[config.mk]
export PLATFORM = sky130hd
export DESIGN_NAME = rcs_reset_cause
export DESIGN_NICKNAME = d
export VERILOG_FILES = /design/src/hdl/rcs_pkg.sv /design/src/hdl/rcs_reset_cause.sv /design/src/hdl/rcs_clock_loss_detector.sv
export SDC_FILE = /design/constraint.sdc
export NUM_CORES = 1
export LEC_CHECK = 0
export CORE_MARGIN = 2
export CORE_UTILIZATION = 43
export DETAILED_ROUTE_END_ITERATION = 12
export DONT_BUFFER_PORTS = 1
export RECOVER_POWER = 25
export SLEW_MARGIN = 10
export SYNTH_ARGS = -nofsm -noshare
export SYNTH_HDL_FRONTEND = slang
export SYNTH_HIERARCHICAL = 1
export SYNTH_SLANG_ARGS = --single-unit
[constraint.sdc]
create_clock -name ref_clk -period 3.7 [get_ports ref_clk]
set_input_delay 0.185 -clock ref_clk [delete_from_list [all_inputs] [get_ports ref_clk]]
set_output_delay 0.185 -clock ref_clk [all_outputs]
set_load 0.05 [all_outputs]
[src/hdl/rcs_pkg.sv]
// Package with constants and types for the reset cause and source enable block
package rcs_pkg;

   // Register address on the special-function bus
   localparam logic [7:0] RCS_CAUSE_ADDR     = 8'hEF;

   // Bit positions inside the cause register
   localparam int         RCS_BIT_RESERVED   = 7;
   localparam int         RCS_BIT_FLASH      = 6;
   localparam int         RCS_BIT_COMP       = 5;
   localparam int         RCS_BIT_SOFT       = 4;
   localparam int         RCS_BIT_WDOG       = 3;
   localparam int         RCS_BIT_CLKLOSS    = 2;
   localparam int         RCS_BIT_POWER      = 1;
   localparam int         RCS_BIT_PIN        = 0;

   // Values after power-on reset
   localparam logic [6:0] RCS_FLAGS_POR      = 7'h02;
   localparam logic [7:0] RCS_RDATA_RESET    = 8'h00;
   localparam logic       RCS_ENABLE_RESET   = 1'b0;

   // Length of the system reset pulse
   localparam int         RCS_CLK_PERIOD_NS  = 10;
   localparam int         RCS_HOLD_NS        = 200;
   localparam int         RCS_HOLD_CYCLES    = (RCS_HOLD_NS + RCS_CLK_PERIOD_NS - 1)
                                               / RCS_CLK_PERIOD_NS;
   localparam logic [7:0] RCS_HOLD_LAST      = 8'(RCS_HOLD_CYCLES - 1);
   localparam logic [7:0] RCS_HOLD_ZERO      = 8'h00;

   // Clock-loss timeout, longest time so rounded down
   localparam int         RCS_CLKLOSS_NS     = 500;
   localparam int         RCS_CLKLOSS_CYCLES = RCS_CLKLOSS_NS / RCS_CLK_PERIOD_NS;
   localparam logic [7:0] RCS_CLKLOSS_LAST   = 8'(RCS_CLKLOSS_CYCLES - 1);
   localparam logic [7:0] RCS_CLKLOSS_ZERO   = 8'h00;

   // Sequencer states
   typedef enum logic [0:0] {
      RCS_RUN,
      RCS_HOLD
   } rcs_state_t;

endpackage

[src/hdl/rcs_reset_cause.sv]
// Reset cause recording, reset source enables and system reset sequencer
`timescale 1ns/10ps
module rcs_reset_cause (
   input  wire logic       ref_clk,
   input  wire logic       reset_n,
   // Special-function register access
   input  wire logic [7:0] sfr_addr,
   input  wire logic       sfr_wr_en,
   input  wire logic [7:0] sfr_wdata,
   input  wire logic       sfr_rd_en,
   output logic      [7:0] sfr_rdata,
   // Reset sources
   input  wire logic       pin_reset_n_in,
   input  wire logic       watchdog_overflow,
   input  wire logic       flash_fault,
   input  wire logic       comparator_zero_out,
   input  wire logic       supply_ok,
   input  wire logic       supply_monitor_enable,
   input  wire logic       clock_activity,
   // Results
   output logic            system_reset,
   output logic            comparator_reset_enable,
   output logic            clock_loss_enable,
   output logic            supply_monitor_selected
);
   import rcs_pkg::*;

   // Synchroniser flops for pins and analog outputs
   logic       pin_sync_a_reg;
   logic       pin_sync_b_reg;
   logic       comp_sync_a_reg;
   logic       comp_sync_b_reg;
   logic       vdd_sync_a_reg;
   logic       vdd_sync_b_reg;

   // Control and status state
   rcs_state_t state_reg;
   rcs_state_t state_next;
   logic [7:0] hold_reg;
   logic [7:0] hold_next;
   logic [6:0] flags_reg;
   logic [6:0] flags_next;
   logic       sys_reset_reg;
   logic       sys_reset_next;
   logic       comp_en_reg;
   logic       comp_en_next;
   logic       clkloss_en_reg;
   logic       clkloss_en_next;
   logic       mon_sel_reg;
   logic       mon_sel_next;
   logic       soft_req_reg;
   logic       soft_req_next;
   logic [7:0] rdata_reg;
   logic [7:0] rdata_next;
   logic       clkloss_timeout;

   // Decoded bus strobes
   wire        addr_hit;
   wire        wr_hit;
   wire        rd_hit;

   // Individual reset requests
   wire        req_pin;
   wire        req_supply;
   wire        req_clkloss;
   wire        req_wdog;
   wire        req_comp;
   wire        req_flash;
   wire        req_soft;
   wire        any_req;
   wire [6:0]  cause_now;
   wire        hold_done;

   // Named decode of the run state and the write fields
   wire        in_run;
   wire        entry_now;
   wire        wr_comp_bit;
   wire        wr_clkloss_bit;
   wire        wr_select_bit;
   wire        wr_force_bit;

   // Reset pin is asynchronous: two flops before any logic reads it
   // Reset to the idle high level, so no false request after power-on
   always_ff @(posedge ref_clk or negedge reset_n) begin
      if (!reset_n) begin
         pin_sync_a_reg <= 1'b1;
         pin_sync_b_reg <= 1'b1;
      end else begin
         pin_sync_a_reg <= pin_reset_n_in;
         pin_sync_b_reg <= pin_sync_a_reg;
      end
   end

   // Comparator output is analog and may change at any moment
   // Idle high, since the comparator asks for reset when low
   always_ff @(posedge ref_clk or negedge reset_n) begin
      if (!reset_n) begin
         comp_sync_a_reg <= 1'b1;
         comp_sync_b_reg <= 1'b1;
      end else begin
         comp_sync_a_reg <= comparator_zero_out;
         comp_sync_b_reg <= comp_sync_a_reg;
      end
   end

   // Supply status from the analog monitor, idle high
   // A short glitch shorter than one clock may be missed here
   always_ff @(posedge ref_clk or negedge reset_n) begin
      if (!reset_n) begin
         vdd_sync_a_reg <= 1'b1;
         vdd_sync_b_reg <= 1'b1;
      end else begin
         vdd_sync_a_reg <= supply_ok;
         vdd_sync_b_reg <= vdd_sync_a_reg;
      end
   end

   // Missing clock detector, armed only by its enable bit
   rcs_clock_loss_detector u_clock_loss (
      .ref_clk        (ref_clk),
      .reset_n        (reset_n),
      .enable         (clkloss_en_reg),
      .clock_activity (clock_activity),
      .timeout        (clkloss_timeout)
   );

   // Run state; a new system reset may only begin from here
   assign in_run    = (state_reg == RCS_RUN);
   assign entry_now = in_run && any_req;

   // Bus decode; core is held off during the reset pulse
   assign addr_hit = (sfr_addr == RCS_CAUSE_ADDR);
   assign wr_hit   = sfr_wr_en && addr_hit && in_run;
   assign rd_hit   = sfr_rd_en && addr_hit;

   // Write fields; reads never see these, only the stored causes
   assign wr_comp_bit    = sfr_wdata[RCS_BIT_COMP];
   assign wr_clkloss_bit = sfr_wdata[RCS_BIT_CLKLOSS];
   assign wr_select_bit  = sfr_wdata[RCS_BIT_POWER];
   assign wr_force_bit   = sfr_wdata[RCS_BIT_SOFT];

   assign req_pin     = !pin_sync_b_reg;
   assign req_supply  = supply_monitor_enable && mon_sel_reg && !vdd_sync_b_reg;
   assign req_clkloss = clkloss_en_reg && clkloss_timeout;
   assign req_wdog    = watchdog_overflow;
   assign req_comp    = comp_en_reg && !comp_sync_b_reg;
   assign req_flash   = flash_fault;
   assign req_soft    = soft_req_reg;

   assign any_req = req_pin || req_supply || req_clkloss || req_wdog
                    || req_comp || req_flash || req_soft;

   // one cause only, highest priority first
   assign cause_now = req_pin     ? 7'(1 << RCS_BIT_PIN)     :
                      req_supply  ? 7'(1 << RCS_BIT_POWER)   :
                      req_clkloss ? 7'(1 << RCS_BIT_CLKLOSS) :
                      req_wdog    ? 7'(1 << RCS_BIT_WDOG)    :
                      req_comp    ? 7'(1 << RCS_BIT_COMP)    :
                      req_flash   ? 7'(1 << RCS_BIT_FLASH)   :
                                    7'(1 << RCS_BIT_SOFT);

   // Pulse ends after its length, but never while the pin is still low
   assign hold_done = (hold_reg == RCS_HOLD_ZERO) && !req_pin;

   // Sequencer and cause latch
   always_comb begin
      state_next     = state_reg;
      hold_next      = hold_reg;
      flags_next     = flags_reg;
      sys_reset_next = sys_reset_reg;
      case (state_reg)
         RCS_RUN: begin
            if (any_req) begin
               state_next     = RCS_HOLD;
               hold_next      = RCS_HOLD_LAST;
               flags_next     = cause_now;
               sys_reset_next = 1'b1;
            end
         end
         RCS_HOLD: begin
            if (hold_done) begin
               state_next     = RCS_RUN;
               sys_reset_next = 1'b0;
            end else if (hold_reg != RCS_HOLD_ZERO) begin
               hold_next = 8'(hold_reg - 8'h01);
            end
         end
         default: begin
            state_next     = RCS_HOLD;
            hold_next      = RCS_HOLD_LAST;
            flags_next     = RCS_FLAGS_POR;
            sys_reset_next = 1'b1;
         end
      endcase
   end

   // Enables: written by software; comparator and clock-loss enables cleared by each new system reset, monitor select kept
   always_comb begin
      comp_en_next    = comp_en_reg;
      clkloss_en_next = clkloss_en_reg;
      mon_sel_next    = mon_sel_reg;
      soft_req_next   = 1'b0;
      // A new reset wins over a write in the same cycle
      if (entry_now) begin
         comp_en_next    = RCS_ENABLE_RESET;
         clkloss_en_next = RCS_ENABLE_RESET;
      end else if (wr_hit) begin
         comp_en_next    = wr_comp_bit;
         clkloss_en_next = wr_clkloss_bit;
         mon_sel_next    = wr_select_bit;
         soft_req_next   = wr_force_bit;
      end
   end

   assign rdata_next = rd_hit ? {1'b0, flags_reg} : RCS_RDATA_RESET;

   // power-on leaves only the power flag
   always_ff @(posedge ref_clk or negedge reset_n) begin
      if (!reset_n) begin
         flags_reg <= RCS_FLAGS_POR;
      end else begin
         flags_reg <= flags_next;
      end
   end

   // Power-on starts in the hold state with a full count
   always_ff @(posedge ref_clk or negedge reset_n) begin
      if (!reset_n) begin
         state_reg <= RCS_HOLD;
         hold_reg  <= RCS_HOLD_LAST;
      end else begin
         state_reg <= state_next;
         hold_reg  <= hold_next;
      end
   end

   // System reset output, high from power-on until the count runs out
   always_ff @(posedge ref_clk or negedge reset_n) begin
      if (!reset_n) begin
         sys_reset_reg <= 1'b1;
      end else begin
         sys_reset_reg <= sys_reset_next;
      end
   end

   // Comparator and detector enables; each new system reset clears them
   always_ff @(posedge ref_clk or negedge reset_n) begin
      if (!reset_n) begin
         comp_en_reg    <= RCS_ENABLE_RESET;
         clkloss_en_reg <= RCS_ENABLE_RESET;
      end else begin
         comp_en_reg    <= comp_en_next;
         clkloss_en_reg <= clkloss_en_next;
      end
   end

   // Monitor select survives system resets, only power-on clears it
   // Keeping it lets a supply dip after a soft reset still be caught
   always_ff @(posedge ref_clk or negedge reset_n) begin
      if (!reset_n) begin
         mon_sel_reg <= RCS_ENABLE_RESET;
      end else begin
         mon_sel_reg <= mon_sel_next;
      end
   end

   // Forced request lives one cycle, so one write forces one reset
   always_ff @(posedge ref_clk or negedge reset_n) begin
      if (!reset_n) begin
         soft_req_reg <= 1'b0;
      end else begin
         soft_req_reg <= soft_req_next;
      end
   end

   // Read data stands one cycle, then returns to zero
   always_ff @(posedge ref_clk or negedge reset_n) begin
      if (!reset_n) begin
         rdata_reg <= RCS_RDATA_RESET;
      end else begin
         rdata_reg <= rdata_next;
      end
   end

   // All outputs straight from flops
   assign sfr_rdata               = rdata_reg;
   assign system_reset            = sys_reset_reg;
   assign comparator_reset_enable = comp_en_reg;
   assign clock_loss_enable       = clkloss_en_reg;
   assign supply_monitor_selected = mon_sel_reg;
endmodule

[src/hdl/rcs_clock_loss_detector.sv]
// Missing clock detector watching a toggle from the monitored clock
`timescale 1ns/10ps
module rcs_clock_loss_detector (
   input  wire logic ref_clk,
   input  wire logic reset_n,
   input  wire logic enable,
   input  wire logic clock_activity,
   output logic      timeout
);
   import rcs_pkg::*;

   logic       sync_a_reg;
   logic       sync_b_reg;
   logic       seen_reg;
   logic       timeout_reg;
   logic       timeout_next;
   logic [7:0] count_reg;
   logic [7:0] count_next;
   wire        toggle_seen;
   wire        expired;

   // Activity comes from another clock: two flops before use
   always_ff @(posedge ref_clk or negedge reset_n) begin
      if (!reset_n) begin
         sync_a_reg <= 1'b0;
         sync_b_reg <= 1'b0;
         seen_reg   <= 1'b0;
      end else begin
         sync_a_reg <= clock_activity;
         sync_b_reg <= sync_a_reg;
         seen_reg   <= sync_b_reg;
      end
   end

   // Any edge of the toggle proves the clock still runs
   assign toggle_seen = sync_b_reg ^ seen_reg;
   assign expired     = enable && !toggle_seen && (count_reg == RCS_CLKLOSS_LAST);

   assign count_next   = (!enable || toggle_seen || expired) ? RCS_CLKLOSS_ZERO
                                                             : 8'(count_reg + 8'h01);
   assign timeout_next = expired;

   // Counter and one-cycle timeout pulse
   always_ff @(posedge ref_clk or negedge reset_n) begin
      if (!reset_n) begin
         count_reg   <= RCS_CLKLOSS_ZERO;
         timeout_reg <= 1'b0;
      end else begin
         count_reg   <= count_next;
         timeout_reg <= timeout_next;
      end
   end

   assign timeout = timeout_reg;
endmodule

# == Word-level counts from Yosys, hierarchy flattened ==
# Index checks and enable logic that the tools add are counted.
# word_totals
reg_bits,46
inputBits,27
output_inout_bits,12
wordCells,86
# classes
addsub,2
n_eq_ne,6
mux,24
n_bitwise,3
reduce_logical,31
# ops
cell,n
two-way mux 7 bit,7
two-way mux 8 bit,4
case mux 8 bit (2 select lines),1
logical AND 1 bit,11
two-way mux 1 bit,10
"adder 8 x 1 -> 8 bit, second input constant",1
"== test 8 x 6 -> 1 bit, second input constant",1
"== test 8 bit, second input constant",1
logical NOT 8 bit,1
logical OR 1 bit,8
nonzero test 8 bit,1
"subtractor 8 x 1 -> 8 bit, second input constant",1
AND reduction 2 bit,3
logical NOT 1 bit,5
"!= test 2 x 1 -> 1 bit, second input constant",2
"!= test 2 bit, second input constant",2
case mux 1 bit (2 select lines),2
AND reduction 3 bit,1
NOT 1 bit,2
nonzero test 2 bit,1
XOR 1 bit,1

# == Logic depth before layout (Yosys ltp) ==
# Gate-level depths: netlist of run 1.
# logic_depth
depth_word,11
ltp_mapped,7

# == Hierarchy ==
# Netlist of run 1, hierarchy kept.
# modules_own_cells
mod,instances,cells_each,area_per_inst_um2
rcs_reset_cause,1,135,1498.9
rcs_clock_loss_detector,1,45,535.5

# == Worst setup path after synthesis of run 1 ==
# OpenSTA, ideal clock, no wires.
# synth_path
path_kind,register to register
startpoint,"register comp_en_reg, in the netlist comparator_reset_enable"
endpoint,"register mon_sel_reg, in the netlist supply_monitor_selected"
setup_time_ps,125
arrival_ps,1838
t_required_ps,3575
slack_ps,1738
path_stages_with_launch,5
path_buffers,0
path_cell_list,dfrtp_1 nor2b_1 or4_1 nor3_2 mux2_2
# synth_between
elab_chain_len,7
# synth_rtl
item,line_no,source
from (decl),rcs_reset_cause.sv:45,logic comp_en_reg;
from (signal assigned),rcs_reset_cause.sv:252,comp_en_reg <= comp_en_next;
logical AND 1 bit,rcs_reset_cause.sv:146,assign req_comp = comp_en_reg && !comp_sync_b_reg;
logical OR 1 bit (3 in a row),rcs_reset_cause.sv:151,|| req_comp || req_flash || req_soft;
logical AND 1 bit,rcs_reset_cause.sv:129,assign entry_now = in_run && any_req;
NOT 1 bit (no line),-,
AND reduction 2 bit (no line),-,
to (signal assigned),rcs_reset_cause.sv:263,mon_sel_reg <= mon_sel_next;
to (decl),rcs_reset_cause.sv:49,logic mon_sel_reg;
# Every way passes these cells.
# A chain may end at the register's enable or synchronous reset.

# == Final worst setup path of run 1 ==
# Ends and elaborated chain as after synthesis.

==> impl_metrics.env, run 1 <==
export IMPL_status="completed"
export IMPL_path_max_fanout=6
export IMPL_synth_compound_area_share_pct=11.62
export IMPL_clk_path_buf_depth=2
export IMPL_grt_pass1_vias=1467
export IMPL_start_kind="register"
export IMPL_vias_per_cell=5.787
export IMPL_coreArea_um2=4629
export IMPL_drc_errors=0
export IMPL_fp_dieH_um=72.79
export IMPL_grt_ovfl_total=0
export IMPL_yosys_warnings=6
export IMPL_finalSetupViolCount=0
export IMPL_clkLatencyLatePin_ns=0.29
export IMPL_r2r_start="comparator_reset_enable"
export IMPL_finClkSkew_ns=0.01037
export IMPL_worstHoldStart="sfr_wdata[4]"
export IMPL_syn_inst=180
export IMPL_area_growth_syn_to_layout_pct=11.32
export IMPL_hp_class="in2reg"
export IMPL_dieWidth_um=72.79
export IMPL_wire_per_inst_um=15.28
export IMPL_stdcell_area_um2=2265
export IMPL_grt_pass1_wl_um=6672
export IMPL_htree_num_levels=2
export IMPL_ir_drop_mv=0.2807
export IMPL_cts_tree="built"
export IMPL_setup_tns_ns=0
export IMPL_final_layout_size_suffix_gt1_share_pct=18.42
export IMPL_yosys_area_share_simple_pct=20.11
export IMPL_yosysTopAreaCell="dfrtp_1"
export IMPL_syn_avg_cell_area_um2=11.30
export IMPL_period_minus_slack_ns=2.162
export IMPL_finalCritPeriodShare_pct=58.42
export IMPL_seq_area_frac_synth_pct=57.32
export IMPL_antenna_found_initial=0
export IMPL_yosysUniqueCellTypes=47
export IMPL_wl_um=3729
export IMPL_max_freq_ghz=0.4626
export IMPL_ios=39
export IMPL_synthTopCellsByArea="dfrtp_1, dfstp_2, ha_1"
export IMPL_ys_ff_latch=46
export IMPL_drv_cap=0
export IMPL_report_final_slew_viol_count=0
export IMPL_synth_top_family_by_area="simple AND/OR/NAND/NOR gates"
export IMPL_synth_adder_area_share_pct=2.460
export IMPL_whs_endpoint="req_soft"
export IMPL_drt_pass1_iter_count=4
export IMPL_grt_total_usage_pct=16.14
export IMPL_root_buffer="clkbuf_8"
export IMPL_crit_path_end_kind="register"
export IMPL_synthXorXnorAreaFrac_pct=1.722
export IMPL_num_antenna_cells=0
export IMPL_rsz0062_at_grt="no"
export IMPL_dp_hpwl_um=2749
export IMPL_reg2reg_to="supply_monitor_selected"
export IMPL_synth_top_flop_cell="dfrtp_1"
export IMPL_synth_top_area_share_pct=41.82
export IMPL_cellPowerDensity_nw_per_um2=478.5
export IMPL_fill_cells=429
export IMPL_hold_viol=0
export IMPL_syn_area_um2=2034
export IMPL_first_iter_violations=124
export IMPL_synth_mux_area_share_pct=2.706
export IMPL_r2r_slack_ns=1.54
export IMPL_cts_clk_slew_worst_paths_ns=0.09
export IMPL_clock_sinks=46
export IMPL_fp_dieArea_um2=5298
export IMPL_nNetsFinal=220
export IMPL_start_util_pct=43.95
export IMPL_hold_depth=1
export IMPL_rows=25
export IMPL_finalCoreUtilization_pct=48.92
export IMPL_tightest_slew_ns=0.5937
export IMPL_ant_nets=0
export IMPL_slew_headroom_pct=60.42
export IMPL_layout_commonest_cell="dfrtp_1"
export IMPL_synth_fp_nets=211
export IMPL_crit_type="reg2reg"
export IMPL_finalPower_w=0.001084
export IMPL_port_buffers=0
export IMPL_leakagePower_nw=0.9245
export IMPL_gp_congestion=0.7462
export IMPL_r2r_cells=4
export IMPL_required_ns=3.87
export IMPL_synth_edff_count=0
export IMPL_numCtsBuffers=5
export IMPL_postPlaceCellArea_um2=2072
export IMPL_cp_arrival_ns=2.33
export IMPL_final_cell_mix="dfrtp_1, inv_1, dfstp_2, o21ai_0, nor3_1"
export IMPL_grt_start_max_net_pins=47
export IMPL_num_vias=1412
export IMPL_ctsResizeCount=0
export IMPL_synthArstFlopShare_pct=100.0
per-stage QoR:
stage | worst slack (ns) | instances | hold slack [ns]
2_1_floorplan | 1.738 | 180 | -0.1106
3_3_place_gp | 1.557 | 229 | -0.1095
3_5_place_dp | 1.538 | 229 | -0.1094
4_1_cts | 1.525 | 243 | 0.009293
5_1_grt | 1.392 | 244 | 0.004606
6_report | 1.538 | 244 | 0.01755
routing by layer:
metal | track usage [%] | vias up | part of all wire [%]
li1 | - | 664 | -
met1 | 21.55 | 724 | 47
met2 | 25.45 | 22 | 49
met3 | 4.144 | 2 | 3.5
met4 | 5.967 | 0 | 0.59
met5 | 0 | - | 0
critical path, stage by stage (launching register included):
cell     delay, ns
dfrtp_1       0.58
nor2b_1       0.29
or4_1         0.47
nor3_2        0.34
mux2_2        0.37
layout make-up:
cell class,instances,area (µm²),area share (%)
flip-flops and latches,46,1166,51.49
repair buffers,7,87.58,3.867
inverters,13,48.80,2.155
well taps,54,67.56,2.983
multi-input cells,116,789.5,34.86
clock inverters,1,8.758,0.3867
clock buffers,7,96.34,4.254
where the power goes:
group / switching (W) / internal, W / total, W
combinational: 0.0000686 / 0.0000666 / 0.000135
clock: 0.000160 / 0.000171 / 0.000331
sequential: 0.0000547 / 0.000563 / 0.000617
total: 0.000283 / 0.000801 / 0.00108
worst max-delay path by stage:
| stage | depth (start not counted) | start | slack, ns | to |
|---|---|---|---|---|
| after global routing | 4 | comparator_reset_enable | 1.39 | supply_monitor_selected |
| after floorplan | 4 | comparator_reset_enable | 1.74 | supply_monitor_selected |
| after global placement | 4 | comparator_reset_enable | 1.56 | supply_monitor_selected |
| final | 4 | comparator_reset_enable | 1.54 | supply_monitor_selected |
| after CTS | 4 | comparator_reset_enable | 1.52 | supply_monitor_selected |
| after detailed placement | 4 | comparator_reset_enable | 1.54 | supply_monitor_selected |
kinds of logic after synthesis:
kind of cell             count (synthesis)
AO/OA/AOI/OAI                           36
XOR/XNOR                                 4
AND/OR/NAND/NOR                         66
other                                    1
adder cells (fa/ha/maj)                  4
flip-flops                              46
multiplexers                             5
buffers and inverters                   18
synth_stat cells, drive strengths merged, types with 2 or more instances:
cell type / instances
ha: 4
o21ai: 10
clkbuf: 3
nor4: 5
a31oi: 7
nand4: 4
and2: 6
nor2: 5
or3: 5
nand4b: 2
nor3b: 2
xnor2: 2
o211ai: 4
a21o: 3
a21oi: 7
dfstp: 12
nand3: 7
inv: 13
mux2: 4
nor3: 10
nand2: 8
buf: 2
or4: 2
xor2: 2
dfrtp: 34
or2: 2
o2bb2ai: 2
timing repair:
item,in CTS,in global routing
hold buffers,6,1
setup buffers,0,0
hold endpoints to repair,50,1
Note: power is estimated with default switching activity, not from simulation.
==> run 2, diff against run 1 <==
==> constraint.sdc (replaced) <==
create_clock -name ref_clk -period 1.8 [get_ports ref_clk]
set_input_delay 0.09 -clock ref_clk [delete_from_list [all_inputs] [get_ports ref_clk]]
set_output_delay 0.09 -clock ref_clk [all_outputs]
set_load 0.05 [all_outputs]
==> impl_metrics.env, run 2 (same netlist as run 1, synthesis figures left out) <==
export IMPL_stdcell_count=266
export IMPL_worstHoldStart="flash_fault"
export IMPL_ir_drop_mv=0.5305
export IMPL_drc_errors=0
export IMPL_required_ns=2.02
export IMPL_rsz0062_at_grt="yes"
export IMPL_place_inst=245
export IMPL_ant_nets=0
export IMPL_finalCoreUtilization_pct=52.27
export IMPL_fp_dieArea_um2=5298
export IMPL_rows=25
export IMPL_fp_dieH_um=72.79
export IMPL_r2r_cells=4
export IMPL_dp_slack_ns=-0.04318
export IMPL_clkLatencyLatePin_ns=0.30
export IMPL_hold_viol=0
export IMPL_finalSetupViolCount=0
export IMPL_nNetsFinal=242
export IMPL_grt_total_usage_pct=17.01
export IMPL_tightest_slew_ns=1.094
export IMPL_wire_per_inst_um=15.21
export IMPL_grt_pass1_wl_um=6996
export IMPL_start_util_pct=43.95
export IMPL_reg2reg_to="hold_reg[2]"
export IMPL_fill_cells=424
export IMPL_r2r_start="state_reg"
export IMPL_report_final_slew_viol_count=0
export IMPL_final_layout_size_suffix_gt1_share_pct=25.94
export IMPL_final_cell_mix="dfrtp_1, buf_4, inv_1, dfstp_2, dlygate4sd3_1"
export IMPL_leakagePower_nw=1.019
export IMPL_num_antenna_cells=0
export IMPL_root_buffer="clkbuf_8"
export IMPL_ios=39
export IMPL_port_buffers=0
export IMPL_area_growth_syn_to_layout_pct=18.94
export IMPL_drv_cap=0
export IMPL_start_kind="register"
export IMPL_whs_endpoint="hold_reg[7]"
export IMPL_path_max_fanout=7
export IMPL_dieWidth_um=72.79
export IMPL_numCtsBuffers=5
export IMPL_first_iter_violations=112
export IMPL_grt_start_max_net_pins=47
export IMPL_drt_pass1_iter_count=4
export IMPL_r2r_slack_ns=0.03
export IMPL_finClkSkew_ns=0.005706
export IMPL_vias_per_cell=5.568
export IMPL_hp_class="in2reg"
export IMPL_crit_path_end_kind="register"
export IMPL_grt_pass1_vias=1518
export IMPL_wl_um=4045
export IMPL_setup_tns_ns=0
export IMPL_layout_commonest_cell="dfrtp_1"
export IMPL_htree_num_levels=2
export IMPL_finalCritPeriodShare_pct=98.23
export IMPL_slew_headroom_pct=27.08
export IMPL_cts_tree="built"
export IMPL_hold_depth=3
export IMPL_period_minus_slack_ns=1.768
export IMPL_dp_hpwl_um=2982
export IMPL_postCtsSetupRepairBufs=0
export IMPL_clk_path_buf_depth=2
export IMPL_cts_clk_slew_worst_paths_ns=0.08
export IMPL_gp_congestion=0.7952
export IMPL_max_freq_ghz=0.5656
export IMPL_cp_arrival_ns=1.99
export IMPL_status="completed"
export IMPL_num_vias=1481
export IMPL_cellPowerDensity_nw_per_um2=929.1
export IMPL_grt_ovfl_total=0
export IMPL_crit_type="reg2reg"
export IMPL_antenna_found_initial=0
export IMPL_coreArea_um2=4629
export IMPL_setup_ws_ns=0.03183
export IMPL_clock_sinks=46
==> run 2: layer usage <==
metal  track usage (%)  routed length [µm]  up-vias  share of wire [%]
met2             28.89                2016       31                 50
met4             6.173                  63        0                1.6
li1                  -                   -      705                  -
met1             21.42                1813      739                 45
met3             3.591                 152        6                3.8
met5                 0                   0        -                  0
==> run 2: worst max-delay path, cell delays in order (launching register included) <==
cell and delay [ns]:
dfstp_2 0.56, or4bb_4 0.55, or2_4 0.28, a21o_1 0.16, a31oi_1 0.15
==> run 2: final cells by class <==
| cell class | instances | area, µm² | share of cell area [%] |
|---|---|---|---|
| tap | 54 | 67.56 | 2.792 |
| multi-input combinational | 116 | 802.0 | 33.14 |
| clock buffer | 6 | 72.57 | 2.999 |
| clock inverter | 2 | 13.76 | 0.5688 |
| sequential | 46 | 1170 | 48.35 |
| inverter | 13 | 48.80 | 2.017 |
| timing repair buffer | 29 | 245.2 | 10.13 |
==> run 2: stage by stage <==
stage	hold WS, ns	power, W	area, µm²
after floorplan	-0.2056	0.001467	2038
after global placement	-0.2047	0.001575	2196
after detailed placement	-0.2046	0.001605	2196
after CTS	0.005934	0.002265	2432
after global routing	0.04396	0.002376	2420
final	0.006627	0.002248	2420
==> run 2: worst max path at each step <==
stage / end / cells after the start / start / slack [ns]
after floorplan: supply_monitor_selected / 4 / comparator_reset_enable / -0.07
after global placement: hold_reg[2] / 6 / hold_reg[1] / 0.02
after detailed placement: hold_reg[2] / 6 / hold_reg[1] / -0.04
after CTS: supply_monitor_selected / 4 / comp_sync_b_reg / 0.01
after global routing: hold_reg[3] / 4 / state_reg / -0.02
final: hold_reg[2] / 4 / state_reg / 0.03
==> run 2: power by group <==
group / total, W / switching [W] / leakage [nW] / internal, W
Clock: 0.000616 / 0.000341 / 0.0452 / 0.000274
Combinational: 0.000385 / 0.000190 / 0.403 / 0.000195
Sequential: 0.00125 / 0.0000913 / 0.571 / 0.00116
==> run 2: repair_timing <==
action / in CTS / in global routing
gates resized for setup: 1 / 3
hold endpoints to repair: 59 / 0
setup endpoints to repair: 5 / 6
pin swaps: 1 / 3
hold buffers: 13 / 0
==> run 3, diff against run 2 <==
--- a/config.mk
+++ b/config.mk
@@ -9,6 +9,8 @@
 export CORE_UTILIZATION = 43
 export DETAILED_ROUTE_END_ITERATION = 12
 export DONT_BUFFER_PORTS = 1
+export GPL_TIMING_DRIVEN = 0
+export HOLD_SLACK_MARGIN = 0.02
 export RECOVER_POWER = 25
 export SLEW_MARGIN = 10
 export SYNTH_ARGS = -nofsm -noshare
==> impl_metrics.env, run 3 (same netlist as run 1, synthesis figures left out) <==
export IMPL_finalSetupViolCount=1
export IMPL_fp_dieH_um=72.79
export IMPL_cts_tree="built"
export IMPL_required_ns=1.98
export IMPL_crit_path_end="supply_monitor_selected"
export IMPL_clk_path_buf_depth=2
export IMPL_num_antenna_cells=0
export IMPL_place_inst=234
export IMPL_port_buffers=0
export IMPL_rows=25
export IMPL_clkLatencyLatePin_ns=0.30
export IMPL_critPathMaxStageDelay_ns=0.53
export IMPL_numCtsBuffers=5
export IMPL_violations="negative setup slack"
export IMPL_stdcell_count=261
export IMPL_rsz0062_at_grt="yes"
export IMPL_ir_drop_mv=0.5722
export IMPL_final_cell_mix="dfrtp_1, dlygate4sd3_1, dfstp_2, inv_1, o21ai_0"
export IMPL_clock_sinks=46
export IMPL_area_growth_syn_to_layout_pct=18.94
export IMPL_period_minus_slack_ns=1.836
export IMPL_slew_headroom_pct=24.54
export IMPL_drc_errors=0
export IMPL_drv_cap=0
export IMPL_crit_start="comparator_reset_enable"
export IMPL_first_iter_violations=84
export IMPL_finClkSkew_ns=0.005993
export IMPL_cellPowerDensity_nw_per_um2=909.5
export IMPL_root_buffer="clkbuf_8"
export IMPL_reg2reg_to="supply_monitor_selected"
export IMPL_stdcell_area_um2=2420
export IMPL_report_final_slew_viol_count=0
export IMPL_cts_clk_slew_worst_paths_ns=0.09
export IMPL_r2r_cells=4
export IMPL_dp_slack_ns=-0.2763
export IMPL_max_freq_ghz=0.5446
export IMPL_crit_chain="nor2b_4 -> or4_4 -> nor3_4 -> mux2_2"
export IMPL_r2r_start="comparator_reset_enable"
export IMPL_path_depth=4
export IMPL_status="finished, violations left"
export IMPL_tightest_slew_ns=1.132
export IMPL_postPlaceCellArea_um2=2106
export IMPL_start_kind="register"
export IMPL_path_max_fanout=6
export IMPL_dp_hpwl_um=2918
export IMPL_crit_path_top_delay_cell="dfrtp_2"
export IMPL_vias_per_cell=5.705
export IMPL_ios=39
export IMPL_cp_arrival_ns=2.02
export IMPL_grt_pass1_wl_um=7079
export IMPL_crit_type="reg2reg"
export IMPL_wire_per_inst_um=16.54
export IMPL_dieWidth_um=72.79
export IMPL_r2r_slack_ns=-0.04
export IMPL_htree_num_levels=2
export IMPL_grt_start_max_net_pins=47
export IMPL_drt_pass1_iter_count=4
export IMPL_final_layout_size_suffix_gt1_share_pct=26.57
export IMPL_critPathBufInv=0
export IMPL_ant_nets=0
export IMPL_hold_slack_ns=0.02125
export IMPL_leakagePower_nw=0.9931
export IMPL_fp_dieArea_um2=5298
export IMPL_gp_congestion=0.7616
export IMPL_setup_ws_ns=-0.03609
export IMPL_layout_commonest_cell="dfrtp_1"
export IMPL_hold_viol=0
export IMPL_wl_um=4316
export IMPL_start_util_pct=43.95
export IMPL_coreArea_um2=4629
export IMPL_finalCritPeriodShare_pct=102.0
export IMPL_crit_path_end_kind="register"
export IMPL_grt_total_usage_pct=17.60
export IMPL_num_vias=1489
export IMPL_antenna_found_initial=0
export IMPL_hp_class="in2reg"
export IMPL_fill_cells=411
export IMPL_cpLargestDelayFamily="simple AND/OR/NAND/NOR gates"
export IMPL_grt_ovfl_total=0
export IMPL_grt_pass1_vias=1543
export IMPL_nNetsFinal=237
run 3: cell count changes in the layout (fill, tap and decap cells not counted), sizes merged:
cell / delta
buf: -10
dlygate4sd3: +3
clkbuf: +2
run 3: worst reg2reg max path, stage by stage (launching register included):
cell     delay [ns]
dfrtp_2        0.53
nor2b_4        0.20
or4_4          0.45
nor3_4         0.19
mux2_2         0.36
run 3: metal layers:
layer | vias up | routed length, µm | GRT usage, %
li1 | 704 | - | -
met1 | 748 | 1821 | 21.17
met2 | 35 | 2270 | 30.00
met3 | 2 | 197 | 5.249
met4 | 0 | 26 | 6.173
met5 | - | 0 | 0
run 3: metrics by stage:
stage           TNS, ns  power, W  util (%)
6_report       -0.03609  0.002201     52.27
5_1_grt         -0.1697  0.002324     52.27
4_1_cts        -0.02058  0.002223     52.35
3_5_place_dp     -1.629  0.001544     45.49
3_3_place_gp     -1.075  0.001516     45.49
2_1_floorplan  -0.06883  0.001467         -
run 3: repair_timing:
action                     in CTS  in global routing
setup buffers                   5                  0
cloned                          0                  0
setup endpoints to repair      17                 13
gates resized for setup        10                  9
hold buffers                   16                  0
pin swaps                       6                  4
hold endpoints to repair       60                  0
run 3: area by class of cell:
| cell class | instances | area [µm²] | area share, % |
|---|---|---|---|
| Buffer | 3 | 17.52 | 0.7239 |
| Tap cell | 54 | 67.56 | 2.792 |
| Multi-Input combinational cell | 116 | 835.8 | 34.54 |
| Sequential cell | 46 | 1171 | 48.40 |
| Clock inverter | 2 | 13.76 | 0.5688 |
| Clock buffer | 6 | 72.57 | 2.999 |
| Timing Repair Buffer | 21 | 192.7 | 7.963 |
| Inverter | 13 | 48.80 | 2.017 |
run 3: worst min-delay path by stage:
stage,startpoint,end,cells after the start
after global placement,reset_n,sfr_rdata[6],0
after CTS,sfr_addr[5],sfr_rdata[5],2
after floorplan,reset_n,clock_loss_enable,0
final,flash_fault,hold_reg[5],3
after global routing,flash_fault,hold_reg[5],3
after detailed placement,reset_n,flags_reg[5],0
run 3: where the power goes:
group	switching, W	internal [W]
logic	0.000160	0.000150
registers	0.000118	0.00116
clock network	0.000339	0.000274
total	0.000617	0.00158
